===== config.mk =====
export PLATFORM = sky130hd
export DESIGN_NAME = sss_seq_status
export DESIGN_NICKNAME = d
export VERILOG_FILES = /design/src/logic/sss_pkg.sv /design/src/logic/sss_seq_status.sv
export VERILOG_INCLUDE_DIRS = /design/src /design/src/logic
export SDC_FILE = /design/constraint.sdc
export NUM_CORES = 1
export LEC_CHECK = 0
export ABC_AREA = 1
export BUFFER_PORTS_ARGS = -buffer_cell sky130_fd_sc_hd__buf_2
export CAP_MARGIN = 25
export CORE_MARGIN = 5
export CORE_UTILIZATION = 45
export DETAILED_ROUTE_END_ITERATION = 8
export GPL_TIMING_DRIVEN = 0
export PLACE_DENSITY = 0.73
export SLEW_MARGIN = 0
export SYNTH_ARGS = -nofsm -noshare
export SYNTH_HDL_FRONTEND = slang
export SYNTH_SLANG_ARGS = --single-unit

===== constraint.sdc =====
create_clock -name aclk -period 4.1 [get_ports aclk]
set_input_delay 0.41 -clock aclk [delete_from_list [all_inputs] [get_ports aclk]]
set_output_delay 0.41 -clock aclk [all_outputs]
set_load 0.02 [all_outputs]

===== src/logic/sss_cfg.svh =====
`ifndef SSS_CFG_SVH
`define SSS_CFG_SVH

// timing and limits
`define SSS_CLK_NS 10
`define SSS_MS_NS 1000000
`define SSS_PWRUP_MS 11'd1500
`define SSS_BCONT_MS 11'd1000
`define SSS_SUPPLY_MIN_V 10'd150
`define SSS_TL_MAX 9'd300

// register byte offsets
`define SSS_REG_IN_MAP 8'h00
`define SSS_REG_OUT_MAP 8'h04
`define SSS_REG_TLIM 8'h08
`define SSS_REG_ZSPD 8'h0C
`define SSS_REG_ZDEV 8'h10
`define SSS_REG_SETTLE 8'h14
`define SSS_REG_STATUS 8'h18
`define SSS_REG_CTRL 8'h1C

// terminal counts and field widths
`define SSS_N_IN 5
`define SSS_N_OUT 3
`define SSS_IN_CODE_W 5
`define SSS_OUT_CODE_W 4

// reset values
`define SSS_IN_MAP_RST 25'h00000C1
`define SSS_OUT_MAP_RST 12'h421
`define SSS_TLIM_RST 9'h12C
`define SSS_ZSPD_RST 16'h0064
`define SSS_ZDEV_RST 24'h000800
`define SSS_SETTLE_RST 10'h00A
`define SSS_CTRL_RST 2'h0

// input function codes
`define SSS_FN_SERVO_ON 5'h01
`define SSS_FN_FSTOP 5'h05
`define SSS_FN_ALM_RST 5'h06
`define SSS_FN_REGEN_OVH 5'h08
`define SSS_FN_OT_POS 5'h09
`define SSS_FN_OT_NEG 5'h0A
`define SSS_FN_TL_EN 5'h14
`define SSS_FN_COAST 5'h15

// output function codes
`define SSS_OF_READY 4'h1
`define SSS_OF_POSITION_SETTLED_OUT 4'h2
`define SSS_OF_ALM_A 4'h3
`define SSS_OF_ALM_B 4'h4
`define SSS_OF_DBRAKE 4'h5
`define SSS_OF_TL_HIT 4'hA

`endif


===== src/logic/sss_pkg.sv =====
package sss_pkg;

  typedef enum logic [1:0] {
    SSS_MODE_POS = 2'b00,
    SSS_MODE_SPD = 2'b01,
    SSS_MODE_TRQ = 2'b10
  } sss_mode_e;

  typedef enum logic [1:0] {
    SSS_DRV_RUN = 2'b00,
    SSS_DRV_DECEL = 2'b01,
    SSS_DRV_BASEOFF = 2'b10
  } sss_drv_e;

  typedef struct packed {
    logic [9:0] torque_req;
    logic [15:0] speed_abs;
    logic [23:0] dev_abs;
    logic [9:0] supply_v;
  } sss_fbk_s;

  typedef struct packed {
    logic evt;
    logic minor;
    logic dbrake;
  } sss_alarm_s;

  typedef struct packed {
    logic drive_en;
    logic decel_max;
    logic [9:0] torque_out;
  } sss_cmd_s;

endpackage


===== src/logic/sss_seq_status.sv =====
`timescale 1ns/1ns
`include "sss_cfg.svh"
module sss_seq_status #(
  parameter int MS_CYC = `SSS_MS_NS / `SSS_CLK_NS
) (
  input wire logic aclk, // 100 MHz
  input wire logic aresetn, // sync reset, active low
  input wire logic [`SSS_N_IN-1:0] seq_terminals_in, // host input pins
  input sss_pkg::sss_fbk_s fbk, // torque, speed, deviation, supply
  input sss_pkg::sss_alarm_s alarm, // alarm event with class
  output sss_pkg::sss_cmd_s cmd, // to drive stage
  output logic [`SSS_N_OUT-1:0] out_terminals, // host output pins
  input wire logic [7:0] s_axi_awaddr, // write address
  input wire logic s_axi_awvalid, // write address valid
  output logic s_axi_awready, // write address ready
  input wire logic [31:0] s_axi_wdata, // write data
  input wire logic [3:0] s_axi_wstrb, // byte strobes
  input wire logic s_axi_wvalid, // write data valid
  output logic s_axi_wready, // write data ready
  output logic [1:0] s_axi_bresp, // write response
  output logic s_axi_bvalid, // write response valid
  input wire logic s_axi_bready, // write response ready
  input wire logic [7:0] s_axi_araddr, // read address
  input wire logic s_axi_arvalid, // read address valid
  output logic s_axi_arready, // read address ready
  output logic [31:0] s_axi_rdata, // read data
  output logic [1:0] s_axi_rresp, // read response
  output logic s_axi_rvalid, // read data valid
  input wire logic s_axi_rready // read data ready
);
  import sss_pkg::*;

  function automatic logic [1:0] in_fn(input logic [24:0] map,
                                       input logic [4:0] lvl,
                                       input logic [4:0] code);
    logic [1:0] r;
    r = 2'b00;
    for (int i = 0; i < `SSS_N_IN; i++) begin
      if (map[i*5 +: 5] == code) begin
        r = {1'b1, r[0] | lvl[i]};
      end
    end
    return r;
  endfunction

  function automatic logic [31:0] wr_bytes(input logic [31:0] old,
                                           input logic [31:0] d,
                                           input logic [3:0] s);
    logic [31:0] r;
    r = old;
    for (int b = 0; b < 4; b++) begin
      if (s[b]) begin
        r[b*8 +: 8] = d[b*8 +: 8];
      end
    end
    return r;
  endfunction

  // pin synchronisers: s1 feeds s2 only
  logic [`SSS_N_IN-1:0] sy1_q, sy2_q, sy3_q, pin_q;
  wire [`SSS_N_IN-1:0] pin_agree, pin_d;
  // a pin change counts once the last two stages agree
  assign pin_agree = ~(sy2_q ^ sy3_q);
  assign pin_d = (pin_agree & sy2_q) | (~pin_agree & pin_q);
  always_ff @(posedge aclk) begin
    if (!aresetn) begin
      sy1_q <= '0;
      sy2_q <= '0;
      sy3_q <= '0;
      pin_q <= '0;
    end else begin
      sy1_q <= seq_terminals_in;
      sy2_q <= sy1_q;
      sy3_q <= sy2_q;
      pin_q <= pin_d;
    end
  end

  // registers
  logic [24:0] in_map_q;
  logic [11:0] out_map_q;
  logic [8:0] tlim_q;
  logic [15:0] zspd_q;
  logic [23:0] zdev_q;
  logic [9:0] settle_q;
  logic [1:0] mode_q;

  // function decode; unassigned reads as off, except torque limit enable, which reads as on
  wire [1:0] f_run, f_fstop, f_rst, f_regen, f_otp, f_otn, f_tl, f_coast;
  assign f_run = in_fn(in_map_q, pin_q, `SSS_FN_SERVO_ON);
  assign f_fstop = in_fn(in_map_q, pin_q, `SSS_FN_FSTOP);
  assign f_rst = in_fn(in_map_q, pin_q, `SSS_FN_ALM_RST);
  assign f_regen = in_fn(in_map_q, pin_q, `SSS_FN_REGEN_OVH);
  assign f_otp = in_fn(in_map_q, pin_q, `SSS_FN_OT_POS);
  assign f_otn = in_fn(in_map_q, pin_q, `SSS_FN_OT_NEG);
  assign f_tl = in_fn(in_map_q, pin_q, `SSS_FN_TL_EN);
  assign f_coast = in_fn(in_map_q, pin_q, `SSS_FN_COAST);

  wire servo_on, fstop, regen_ovh, overtravel, coast, tl_active;
  assign servo_on = f_run[0];
  assign fstop = f_fstop[0];
  assign regen_ovh = f_regen[0];
  assign overtravel = f_otp[0] | f_otn[0];
  assign coast = f_coast[0];
  assign tl_active = f_tl[1] ? f_tl[0] : 1'b1;

  // millisecond enable and power-up timer
  logic [16:0] div_q;
  logic [10:0] up_ms_q;
  wire ms_tick;
  assign ms_tick = (div_q == 17'(MS_CYC - 1));
  wire pwr_done, boot_done;
  assign pwr_done = (up_ms_q >= `SSS_PWRUP_MS);
  assign boot_done = (up_ms_q >= `SSS_BCONT_MS);
  always_ff @(posedge aclk) begin
    if (!aresetn) begin
      div_q <= '0;
      up_ms_q <= '0;
    end else begin
      div_q <= ms_tick ? 17'h00000 : div_q + 17'h00001;
      if (ms_tick && !pwr_done) begin
        up_ms_q <= up_ms_q + 11'h001;
      end
    end
  end

  // alarm latch, released by rising reset edge; new events win
  logic alm_q, minor_q, db_q, rst_prev_q;
  wire rst_rise;
  assign rst_rise = f_rst[0] & ~rst_prev_q;
  always_ff @(posedge aclk) begin
    if (!aresetn) begin
      alm_q <= 1'b0;
      minor_q <= 1'b0;
      db_q <= 1'b0;
      rst_prev_q <= 1'b0;
    end else begin
      rst_prev_q <= f_rst[0];
      if (alarm.evt) begin
        alm_q <= 1'b1;
        // a latched major alarm is not downgraded by a later minor one
        minor_q <= alarm.minor & (minor_q | ~alm_q);
        db_q <= db_q | alarm.dbrake;
      end else if (rst_rise) begin
        alm_q <= 1'b0;
        minor_q <= 1'b0;
        db_q <= 1'b0;
      end
    end
  end

  wire major_now, zero_spd, zero_dev, stop_req;
  assign major_now = (alarm.evt & ~alarm.minor) | (alm_q & ~minor_q);
  assign zero_spd = (fbk.speed_abs <= zspd_q);
  // encoder pulses; 131072 per turn, only judged in position mode
  assign zero_dev = (mode_q != SSS_MODE_POS) ||
                    (fbk.dev_abs <= zdev_q);
  assign stop_req = ~servo_on | alm_q | alarm.evt;

  // drive sequencing
  sss_drv_e drv_q, drv_d;
  always_comb begin
    drv_d = drv_q;
    case (drv_q)
      SSS_DRV_RUN: begin
        if (major_now) begin
          drv_d = SSS_DRV_BASEOFF;
        end else if (stop_req) begin
          drv_d = SSS_DRV_DECEL;
        end
      end
      SSS_DRV_DECEL: begin
        if (major_now || zero_spd) begin
          drv_d = SSS_DRV_BASEOFF;
        end else if (!stop_req) begin
          drv_d = SSS_DRV_RUN;
        end
      end
      SSS_DRV_BASEOFF: begin
        if (!stop_req) begin
          drv_d = SSS_DRV_RUN;
        end
      end
      default: drv_d = SSS_DRV_BASEOFF;
    endcase
  end

  // clamp acts on requested torque regardless of control mode
  wire [9:0] tlim_w;
  wire tl_over, tl_hit;
  assign tlim_w = {1'b0, tlim_q};
  assign tl_over = tl_active && (fbk.torque_req > tlim_w);
  assign tl_hit = tl_active && (fbk.torque_req >= tlim_w);

  sss_cmd_s cmd_d;
  always_comb begin
    cmd_d.torque_out = tl_over ? tlim_w : fbk.torque_req;
    // coast overrides drive enable and max decel, not torque out; release resumes next cycle
    cmd_d.drive_en = ~coast & (drv_d != SSS_DRV_BASEOFF);
    cmd_d.decel_max = ~coast & ~major_now &
                      ((drv_d == SSS_DRV_DECEL) | fstop | overtravel);
  end

  // settling timer restarts on any dropout
  logic [9:0] settle_cnt_q;
  wire position_settled_out_cond, position_settled_out_d, ready_d;
  assign position_settled_out_cond = ~alm_q & ~alarm.evt & zero_spd & zero_dev & ~fstop &
                     pwr_done;
  assign position_settled_out_d = position_settled_out_cond && (settle_cnt_q >= settle_q);
  assign ready_d = servo_on & ~fstop & ~alm_q & ~alarm.evt & ~regen_ovh &
                   (fbk.supply_v > `SSS_SUPPLY_MIN_V) & ~coast;

  logic ready_q, position_settled_out_q, tl_hit_q, alm_b_q;
  always_ff @(posedge aclk) begin
    if (!aresetn) begin
      settle_cnt_q <= '0;
      ready_q <= 1'b0;
      position_settled_out_q <= 1'b0;
      tl_hit_q <= 1'b0;
      alm_b_q <= 1'b0;
      drv_q <= SSS_DRV_BASEOFF;
      cmd <= '0;
    end else begin
      if (!position_settled_out_cond) begin
        settle_cnt_q <= '0;
      end else if (ms_tick && settle_cnt_q != 10'h3FF) begin
        settle_cnt_q <= settle_cnt_q + 10'h001;
      end
      ready_q <= ready_d;
      position_settled_out_q <= position_settled_out_d;
      tl_hit_q <= tl_hit;
      alm_b_q <= boot_done & ~alm_q;
      drv_q <= drv_d;
      cmd <= cmd_d;
    end
  end

  // output terminal routing
  logic [`SSS_N_OUT-1:0] out_d;
  always_comb begin
    for (int o = 0; o < `SSS_N_OUT; o++) begin
      case (out_map_q[o*4 +: 4])
        `SSS_OF_READY: out_d[o] = ready_q;
        `SSS_OF_POSITION_SETTLED_OUT: out_d[o] = position_settled_out_q;
        `SSS_OF_ALM_A: out_d[o] = alm_q;
        `SSS_OF_ALM_B: out_d[o] = alm_b_q;
        `SSS_OF_DBRAKE: out_d[o] = db_q;
        `SSS_OF_TL_HIT: out_d[o] = tl_hit_q;
        default: out_d[o] = 1'b0;
      endcase
    end
  end
  always_ff @(posedge aclk) begin
    if (!aresetn) begin
      out_terminals <= '0;
    end else begin
      out_terminals <= out_d;
    end
  end

  // bus slave: address and data taken in either order
  logic aw_got_q, w_got_q;
  logic [7:0] waddr_q;
  logic [31:0] wdata_q;
  logic [3:0] wstrb_q;
  wire wr_go;
  assign wr_go = aw_got_q & w_got_q & ~s_axi_bvalid;
  wire hit_in, hit_out, hit_tl, hit_zs, hit_zd, hit_st, hit_ctl, wr_ok;
  assign hit_in = (waddr_q == `SSS_REG_IN_MAP);
  assign hit_out = (waddr_q == `SSS_REG_OUT_MAP);
  assign hit_tl = (waddr_q == `SSS_REG_TLIM);
  assign hit_zs = (waddr_q == `SSS_REG_ZSPD);
  assign hit_zd = (waddr_q == `SSS_REG_ZDEV);
  assign hit_st = (waddr_q == `SSS_REG_SETTLE);
  assign hit_ctl = (waddr_q == `SSS_REG_CTRL);
  assign wr_ok = hit_in | hit_out | hit_tl | hit_zs | hit_zd | hit_st |
                 hit_ctl | (waddr_q == `SSS_REG_STATUS);
  wire [31:0] tl_new;
  assign tl_new = wr_bytes({23'h0, tlim_q}, wdata_q, wstrb_q);
  wire [31:0] in_new, out_new, zs_new, zd_new, st_new, ctl_new;
  assign in_new = wr_bytes({7'h0, in_map_q}, wdata_q, wstrb_q);
  assign out_new = wr_bytes({20'h0, out_map_q}, wdata_q, wstrb_q);
  assign zs_new = wr_bytes({16'h0, zspd_q}, wdata_q, wstrb_q);
  assign zd_new = wr_bytes({8'h0, zdev_q}, wdata_q, wstrb_q);
  assign st_new = wr_bytes({22'h0, settle_q}, wdata_q, wstrb_q);
  assign ctl_new = wr_bytes({30'h0, mode_q}, wdata_q, wstrb_q);

  always_ff @(posedge aclk) begin
    if (!aresetn) begin
      aw_got_q <= 1'b0;
      w_got_q <= 1'b0;
      waddr_q <= '0;
      wdata_q <= '0;
      wstrb_q <= '0;
      s_axi_bvalid <= 1'b0;
      s_axi_bresp <= 2'b00;
      s_axi_awready <= 1'b1;
      s_axi_wready <= 1'b1;
      in_map_q <= `SSS_IN_MAP_RST;
      out_map_q <= `SSS_OUT_MAP_RST;
      tlim_q <= `SSS_TLIM_RST;
      zspd_q <= `SSS_ZSPD_RST;
      zdev_q <= `SSS_ZDEV_RST;
      settle_q <= `SSS_SETTLE_RST;
      mode_q <= `SSS_CTRL_RST;
    end else begin
      if (s_axi_awvalid && s_axi_awready) begin
        aw_got_q <= 1'b1;
        s_axi_awready <= 1'b0;
        waddr_q <= s_axi_awaddr;
      end
      if (s_axi_wvalid && s_axi_wready) begin
        w_got_q <= 1'b1;
        s_axi_wready <= 1'b0;
        wdata_q <= s_axi_wdata;
        wstrb_q <= s_axi_wstrb;
      end
      if (wr_go) begin
        aw_got_q <= 1'b0;
        w_got_q <= 1'b0;
        s_axi_bvalid <= 1'b1;
        s_axi_bresp <= wr_ok ? 2'b00 : 2'b10;
        if (hit_in) begin
          in_map_q <= in_new[24:0];
        end
        if (hit_out) begin
          out_map_q <= out_new[11:0];
        end
        if (hit_tl) begin
          // beyond 300 percent saturates
          tlim_q <= (tl_new > 32'(`SSS_TL_MAX)) ? `SSS_TL_MAX :
                    tl_new[8:0];
        end
        if (hit_zs) begin
          zspd_q <= zs_new[15:0];
        end
        if (hit_zd) begin
          zdev_q <= zd_new[23:0];
        end
        if (hit_st) begin
          settle_q <= st_new[9:0];
        end
        if (hit_ctl) begin
          mode_q <= ctl_new[1:0];
        end
      end else if (s_axi_bvalid && s_axi_bready) begin
        s_axi_bvalid <= 1'b0;
        // readies reopen only once the response is taken
        s_axi_awready <= 1'b1;
        s_axi_wready <= 1'b1;
      end
    end
  end

  // read path
  wire [31:0] status_w;
  assign status_w = {17'h0, drv_q, pin_q, pwr_done, cmd.decel_max,
                     cmd.drive_en, tl_hit_q, db_q, alm_q, position_settled_out_q, ready_q};
  wire [31:0] rd_w;
  wire rd_ok;
  assign rd_ok = (s_axi_araddr[7:5] == 3'h0) && (s_axi_araddr[1:0] == 2'h0);
  assign rd_w =
    (s_axi_araddr == `SSS_REG_IN_MAP) ? {7'h0, in_map_q} :
    (s_axi_araddr == `SSS_REG_OUT_MAP) ? {20'h0, out_map_q} :
    (s_axi_araddr == `SSS_REG_TLIM) ? {23'h0, tlim_q} :
    (s_axi_araddr == `SSS_REG_ZSPD) ? {16'h0, zspd_q} :
    (s_axi_araddr == `SSS_REG_ZDEV) ? {8'h0, zdev_q} :
    (s_axi_araddr == `SSS_REG_SETTLE) ? {22'h0, settle_q} :
    (s_axi_araddr == `SSS_REG_STATUS) ? status_w :
    (s_axi_araddr == `SSS_REG_CTRL) ? {30'h0, mode_q} : 32'h00000000;
  always_ff @(posedge aclk) begin
    if (!aresetn) begin
      s_axi_rvalid <= 1'b0;
      s_axi_rdata <= '0;
      s_axi_rresp <= 2'b00;
      s_axi_arready <= 1'b1;
    end else if (s_axi_arvalid && s_axi_arready) begin
      s_axi_rvalid <= 1'b1;
      s_axi_arready <= 1'b0;
      s_axi_rdata <= rd_w;
      s_axi_rresp <= rd_ok ? 2'b00 : 2'b10;
    end else if (s_axi_rvalid && s_axi_rready) begin
      s_axi_rvalid <= 1'b0;
      s_axi_arready <= 1'b1;
    end
  end
endmodule


==> flow_summary_export.csv, run 1 <==
group,metric,value,unit
global_route,number_of_global_route_vias_before_repair,12100,
logic_synthesis,synthDominantAreaCellType,"sky130_fd_sc_hd__dfxtp_1",
critical_path,critical_path_arrival,3190,ps
die,ios,183,
clock_network,htree_levels,1,
timing,timing.final.crit_period,2760,ps
drt,route.antenna.remaining_nets,0,
clock_network,worst_setup_hold_path_clk_slew,60,ps
die,floorplan.rows,61,
drt,drt_iter0_drc,1311,
critical_path,worstPathMaxFanout,10,
logic_synthesis,yosys_warnings,0,
die,initial_core_util,45.9,%
global_route,grt.overflow.total,0,
placed_design,port_bufs,172,
global_route,grt_max_degree,16,
pwr,p_leak,6.57,nW
drt,detail_route.wirelength,41500,µm
pwr,p_per_area,381,mW/mm²
final_layout,fillerInstances,2719,
drt,route.vias.total,13000,
clock_network,cts_buffer_depth,3,
timing,tightest_slew,809,ps
logic_synthesis,synth_cells,1791,
pwr,ir_drop,0.323,mV
placed_design,place.gp.congestion,0.986,
clock_network,cts.sink_count,259,
timing,timing.clock.skew,23.0,ps
die,die_area,0.0320,mm²
timing,fmaxAchievable,362,MHz
min_path,hold_class,"in2reg",
timing,hold_viol_final,0,
critical_path,setup.worst_path.end_class,"flip-flop",
final_layout,multi_input_gate_area,0.00647,mm²
die,core_region_area,0.0279,mm²
timing,slew-limit-headroom,46.1,%
timing,finalSetupTns,0,ps
timing,maxSlewViolCount,0,
logic_synthesis,synthDistinctLibCells,50,
clock_network,cts_tree,"done",
global_route,initial_antenna_violation_count,1,
logic_synthesis,post_synth_instance_area,0.0128,mm²
clock_network,postCtsSetupBuffers,0,
drt,route.detailed.drc,0,
die,die_x,179,µm
logic_synthesis,synth.top_cells.by_area,"sky130_fd_sc_hd__dfxtp_1 40%, sky130_fd_sc_hd__nand2_1 9.0%, sky130_fd_sc_hd__a21oi_1 8.0%, sky130_fd_sc_hd__nor2_1 6.7%, sky130_fd_sc_hd__o21ai_0 6.6%",
clock_network,cts.root.buffer_cell,"sky130_fd_sc_hd__clkbuf_16",
logic_synthesis,synth.top_cell.area_share,40.4,%
critical_path,worst-setup-path-type,"reg2reg",
placed_design,dp.final_hpwl,32400,µm
logic_synthesis,async_reset_ff_share,0,%
clock_network,cts-hold-fix-buffers,0,
clock_network,cts-resized-gates,0,
global_route,grtUsageTotal,25.1,%
clock_network,clk-insertion-delay-late,560,ps
timing,timing.final.crit_share,67.4,%
logic_synthesis,post-synth-top-count-cell,"sky130_fd_sc_hd__nand2_1",
critical_path,crit_required,4530,ps
final_layout,num-nets-final,2191,
final_layout,final-seq-area,0.00518,mm²
logic_synthesis,seq_area_frac_synth,40.4,%
run_status,status,"completed",
critical_path,startpoint_type,"flip-flop",
pwr,power,0.00578,W
global_route,first_pass_grt_wire_length,63600,µm
timing,setup_viol,0,
drt,via_per_inst,5.41,
final_layout,fraction_of_layout_instances_using_a_drive_strength_above_1,13.8,%
logic_synthesis,synthesis.area_per_instance,7.16,µm²
logic_synthesis,synth.top_cells.by_count,"306 x sky130_fd_sc_hd__nand2_1, 259 x sky130_fd_sc_hd__dfxtp_1, 228 x sky130_fd_sc_hd__nor2_1",
timing,rsz_0062_raised_after_global_routing,"no",
logic_synthesis,synth_enable_flop_cells,0,
flow_run,max_capacitance_violation_count,0,
final_layout,syn2layout_area_growth,18.2,%
drt,routed_wire_length_per_instance,17.3,µm
logic_synthesis,synth_flop_cell,"sky130_fd_sc_hd__dfxtp_1",
die,chipHeight,179,µm
logic_synthesis,synth_seq_cells,259,
drt,iteration_count_of_the_initial_detailed_routing_pass,6,
clock_network,tritoncts_buffers,28,
-- power breakdown --
part           switching [W]  internal, W  leakage (nW)
logic               0.000345     0.000173          3.98
clock network        0.00108      0.00154         0.482
registers          0.0000560      0.00259          2.11
total                0.00148      0.00430          6.57
-- sequential cells by signal, summed over array words and instances (netlist names), 2 cells and up, named ones only --
register,count
s_axi_rdata,25
tlim_q,9
in_map_q,25
up_ms_q,11
zspd_q,16
drv_q,2
mode_q,2
wstrb_q,4
sy1_q,5
sy3_q,5
waddr_q,8
out_terminals,3
settle_q,10
div_q,17
cmd,12
out_map_q,12
settle_cnt_q,10
wdata_q,32
zdev_q,24
sy2_q,5
-- metal layers --
metal  global-route usage [%]  part of all wire (%)  routed length (µm)  vias to the layer above
li1                         -                     -                   -                     6344
met1                     33.7                    42               17300                     5919
met2                     41.1                    45               18700                      612
met3                     3.65                   8.9                3690                      108
met4                     9.37                   4.3                1770                        0
met5                        0                     0                   0                        -
-- layout make-up --
type                       instances  area share, %
multi-input combinational       1240           42.7
sequential                       259           34.2
inverter                         230           5.70
timing repair buffer             172           5.68
clock buffer                      36           5.15
tap                              378           3.12
buffer                            70           2.23
clock inverter                    16           1.23
antenna                            1         0.0165
-- kinds of logic (layout without fill, tap and decap cells) --
family                   count (synthesis)  in the layout  synth area share (%)
AO/OA/AOI/OAI                          456            456                  19.5
XOR/XNOR                                23             23                  1.57
adder cells (fa/ha/maj)                 63             63                  6.15
buffers and inverters                  300            524                  9.37
flip-flops                             259            259                  40.4
other                                    1             10                0.0292
AND/OR/NAND/NOR                        689            689                  23.0
-- through the flow --
stage	instances	util, %	hold WS, ps	instance area, µm²	worst slack, ps
2_1_floorplan	1799	-	390	12900	2350
3_3_place_gp	2349	50.8	394	14200	1230
3_5_place_dp	2349	50.8	399	14200	1220
4_1_cts	2401	54.2	12.5	15200	1340
5_1_grt	2402	54.3	24.8	15200	1240
6_report	2402	54.3	26.6	15200	1340
-- critical path, cell delays in order (launching register included) --
cell	delay (ps)
sky130_fd_sc_hd__dfxtp_1	310
sky130_fd_sc_hd__inv_1	70
sky130_fd_sc_hd__ha_1	300
sky130_fd_sc_hd__nand2_1	70
sky130_fd_sc_hd__nor2_1	160
sky130_fd_sc_hd__nand4_1	110
sky130_fd_sc_hd__inv_1	100
sky130_fd_sc_hd__nand2_1	50
sky130_fd_sc_hd__nor2_1	380
sky130_fd_sc_hd__nand2_1	260
sky130_fd_sc_hd__nand3_1	210
sky130_fd_sc_hd__nand3_1	160
sky130_fd_sc_hd__nand3_1	140
sky130_fd_sc_hd__buf_2	240
sky130_fd_sc_hd__nor2_1	60
-- final timing paths --
path | from | endpoint | slack, ps | cells past startpoint
worst max-delay path | zdev_q[23] | settle_cnt_q[3] | 1340 | 14
worst min-delay path | seq_terminals_in[1] | sy1_q[1] | 30 | 3
worst max register to register | zdev_q[23] | settle_cnt_q[3] | 1340 | 14
worst min register to register | sy1_q[2] | sy2_q[2] | 410 | 2
-- layout by cell type (no fill, tap or decap), drive strengths merged, types with 2 or more instances in the layout --
| cell | n |
|---|---|
| and3 | 3 |
| xor2 | 14 |
| or2 | 3 |
| buf | 204 |
| nand4 | 28 |
| bufinv | 3 |
| o211ai | 23 |
| a211oi | 26 |
| nor2 | 241 |
| a31oi | 2 |
| o41ai | 2 |
| o2111ai | 7 |
| nand3b | 3 |
| nor3b | 4 |
| a21oi | 204 |
| nor3 | 25 |
| a21boi | 2 |
| ha | 63 |
| inv | 229 |
| clkbuf | 74 |
| o221ai | 8 |
| o21ai | 174 |
| conb | 9 |
| dfxtp | 259 |
| nand3 | 67 |
| clkinv | 13 |
| xnor2 | 9 |
| nor4 | 6 |
| o22ai | 3 |
| nand2 | 308 |
Power figures use the tool's default switching activity.
==> inputs of run 2 (changes only) <==
Settings changed: ABC_AREA 1 to 0.
Clock period 4.1 ns to 2.9 ns, I/O delays scaled along.
==> flow_summary_export.csv, run 2 <==
group,metric,value,unit
die,initial_core_util,45.8,%
pwr,p_leak,6.66,nW
clock_network,worst_setup_hold_path_clk_slew,60,ps
clock_network,cts_tree,"done",
run_status,status,"completed",
clock_network,cts-hold-fix-buffers,41,
final_layout,most_common_cell_after_layout_fill_and_taps_aside,"sky130_fd_sc_hd__dfxtp_1",
critical_path,startpoint_type,"flip-flop",
timing,timing.clock.skew,24.8,ps
timing,timing.final.crit_period,2780,ps
timing,tightest_slew,1020,ps
critical_path,critical_path.startpoint,"zdev_q[19]",
timing,fmaxAchievable,359,MHz
logic_synthesis,seq_area_frac_synth,40.7,%
clock_network,cts_buffer_depth,3,
pwr,ir_drop,0.364,mV
logic_synthesis,synth_flop_cell,"sky130_fd_sc_hd__dfxtp_1",
logic_synthesis,synth-compound-area-share,15.5,%
logic_synthesis,synth_adder_area_share,6.18,%
final_layout,fillerInstances,2584,
final_layout,largest_register,"wdata_q",
logic_synthesis,synth_mux_area_share,7.58,%
logic_synthesis,synth.top_cells.by_area,"sky130_fd_sc_hd__dfxtp_1 41%, sky130_fd_sc_hd__mux2i_1 7.2%, sky130_fd_sc_hd__ha_1 6.2%, sky130_fd_sc_hd__nand2_1 5.4%, sky130_fd_sc_hd__nor2_1 4.8%",
final_layout,commonest_cells_after_routing_fill_and_taps_aside,"259 x sky130_fd_sc_hd__dfxtp_1, 184 x sky130_fd_sc_hd__nand2_1, 179 x sky130_fd_sc_hd__buf_2",
min_path,holdCritStartpoint,"s_axi_wdata[8]",
final_layout,multi_input_gate_area,0.00687,mm²
drt,routed-wl-met3,4010,µm
placed_design,place.gp.congestion,0.985,
logic_synthesis,yosys_warnings,0,
drt,detail_route.wirelength,42900,µm
drt,drt_iter0_drc,1146,
logic_synthesis,synth.top_cells.by_count,"259 x sky130_fd_sc_hd__dfxtp_1, 184 x sky130_fd_sc_hd__nand2_1, 163 x sky130_fd_sc_hd__nor2_1",
critical_path,setup.worst_path.end_class,"flip-flop",
logic_synthesis,synth_xor_area_share,2.13,%
die,core_region_area,0.0279,mm²
critical_path,critPathMostFrequentCell,"sky130_fd_sc_hd__nor2_1",
logic_synthesis,synthDistinctLibCells,78,
logic_synthesis,yosys.area_share.simple,22.2,%
drt,routed_wl_met2,19300,µm
timing,finalSetupTns,0,ps
final_layout,fraction_of_layout_instances_using_a_drive_strength_above_1,13.9,%
clock_network,htree_levels,1,
critical_path,critical_path.slowest_cell,"sky130_fd_sc_hd__o2111ai_1",
critical_path,worstPathCellList,"inv_1, ha_1, nand3_1, nor2_1, a2bb2oi_1, nor4_1, o2111ai_1, clkbuf_1, nor2_1",
critical_path,register_to_register_setup_slack,120,ps
drt,maxUsedRoutingLayer,"met4",
logic_synthesis,synthesis.area_per_instance,8.39,µm²
drt,via_per_inst,5.66,
die,die_area,0.0318,mm²
global_route,grt.overflow.total,0,
logic_synthesis,synth_enable_flop_cells,0,
final_layout,final-seq-area,0.00518,mm²
clock_network,postCtsSetupBuffers,0,
critical_path,reg2reg_from,"zdev_q[19]",
die,floorplan.rows,61,
logic_synthesis,async_reset_ff_share,0,%
die,die_x,178,µm
logic_synthesis,synth_top_family_by_area,"simple AND/OR/NAND/NOR gates",
clock_network,cts-resized-gates,0,
logic_synthesis,post_synth_instance_area,0.0127,mm²
drt,route.antenna.remaining_nets,0,
timing,setup_viol,0,
critical_path,crit_required,3310,ps
placed_design,dp.final_hpwl,32400,µm
critical_path,worstPathMaxFanout,10,
flow_run,max_capacitance_violation_count,0,
logic_synthesis,synth_cells,1519,
final_layout,largest_register_ffs,32,
drt,iteration_count_of_the_initial_detailed_routing_pass,7,
global_route,number_of_global_route_vias_before_repair,11600,
critical_path,cpPeakStageDelay,510,ps
logic_synthesis,synth.top_cell.area_share,40.7,%
clock_network,cts.sink_count,259,
global_route,grtUsageTotal,26.2,%
placed_design,placed_cells,2076,
final_layout,stdcell_count,2166,
global_route,grt_max_degree,14,
timing,hold_viol_final,0,
timing,slew-limit-headroom,31.7,%
critical_path,worst-setup-path-type,"reg2reg",
final_layout,syn2layout_area_growth,20.4,%
timing,maxSlewViolCount,0,
die,ios,183,
placed_design,port_bufs,170,
drt,routed_wire_length_per_instance,19.8,µm
drt,detail_route.wirelength.met1,18400,µm
timing,timing.final.crit_share,95.9,%
critical_path,cp_top_family,"compound AO/OA/AOI/OAI gates",
die,chipHeight,178,µm
drt,route.vias.total,12300,
critical_path,critical_path_arrival,3190,ps
timing,rsz_0062_raised_after_global_routing,"no",
clock_network,cts.root.buffer_cell,"sky130_fd_sc_hd__clkbuf_16",
clock_network,clk-insertion-delay-late,550,ps
clock_network,tritoncts_buffers,27,
global_route,initial_antenna_violation_count,0,
critical_path,crit_path_buffers_inverters,2,
global_route,first_pass_grt_wire_length,65400,µm
final_layout,largestRegisters,"wdata_q: 32 flops, in_map_q: 25 flops, s_axi_rdata: 25 flops",
drt,route.detailed.drc,0,
logic_synthesis,synthDominantAreaCellType,"sky130_fd_sc_hd__dfxtp_1",
pwr,p_per_area,509,mW/mm²
min_path,hold_class,"in2reg",
logic_synthesis,synth_seq_cells,259,
logic_synthesis,post-synth-top-count-cell,"sky130_fd_sc_hd__dfxtp_1",
final_layout,num-nets-final,1958,
-- run 2: cell types whose count changed after synthesis, moves of 24 or more --
cell and change:
sky130_fd_sc_hd__inv_1 -138, sky130_fd_sc_hd__nand2_1 -122, sky130_fd_sc_hd__o21ai_0 -106, sky130_fd_sc_hd__mux2i_1 +92
sky130_fd_sc_hd__a21oi_1 -82, sky130_fd_sc_hd__nor2_1 -65, sky130_fd_sc_hd__clkbuf_1 +29, sky130_fd_sc_hd__and2_1 +24
-- run 2: final cells by class --
type	count	area share, %
Clock buffer	37	4.78
Inverter	85	2.08
Buffer	91	2.62
Sequential cell	259	33.8
Antenna cell	1	0.0163
Clock inverter	11	0.628
Tap cell	378	3.08
Timing Repair Buffer	212	8.25
Multi-Input combinational cell	1092	44.8
-- run 2: worst paths after layout --
| kind | endpoint | depth (start not counted) |
|---|---|---|
| worst max register to register | settle_cnt_q[4] | 9 |
| worst min register to register | sy2_q[3] | 1 |
| worst max-delay path | settle_cnt_q[4] | 9 |
| worst min-delay path | wdata_q[8] | 3 |
-- run 2: per-stage QoR --
step                total power (W)  cell area (µm²)  utilization [%]  hold slack, ps  worst slack [ps]
detailed placement          0.00451            14100             50.6             418               160
CTS                         0.00783            15300             55.1            1.49               151
floorplan                   0.00419            12800                -             390              1010
finish                      0.00781            15300             55.1            8.86               118
global route                0.00805            15300             55.1            3.41              42.7
global placement            0.00449            14100             50.6             419              -118
-- run 2: cells by family after synthesis --
| group | count (synthesis) |
|---|---|
| XOR/XNOR | 31 |
| buffers and inverters | 176 |
| other | 1 |
| AND/OR/NAND/NOR | 581 |
| AO/OA/AOI/OAI | 312 |
| multiplexers | 96 |
| adder cells (fa/ha/maj) | 63 |
| flip-flops | 259 |
-- run 2: worst reg2reg max path, stage by stage (launching register included) --
cell                        delay [ps]
sky130_fd_sc_hd__dfxtp_1           390
sky130_fd_sc_hd__inv_1              60
sky130_fd_sc_hd__ha_1              290
sky130_fd_sc_hd__nand3_1           120
sky130_fd_sc_hd__nor2_1            130
sky130_fd_sc_hd__a2bb2oi_1         420
sky130_fd_sc_hd__nor4_1            180
sky130_fd_sc_hd__o2111ai_1         510
sky130_fd_sc_hd__clkbuf_1          440
sky130_fd_sc_hd__nor2_1            100
-- run 2: power breakdown --
part | leakage, nW | switching (W) | total [W] | internal (W)
clock | 0.403 | 0.00146 | 0.00332 | 0.00186
sequential | 2.10 | 0.0000779 | 0.00372 | 0.00364
combinational | 4.15 | 0.000480 | 0.000772 | 0.000292
total | 6.66 | 0.00202 | 0.00781 | 0.00579
-- run 2: routing by layer --
metal  GRT usage, %  vias to the layer above
met3           4.30                       84
li1               -                     5839
met2           42.9                      570
met4           7.16                        0
met5              0                        -
met1           36.2                     5776
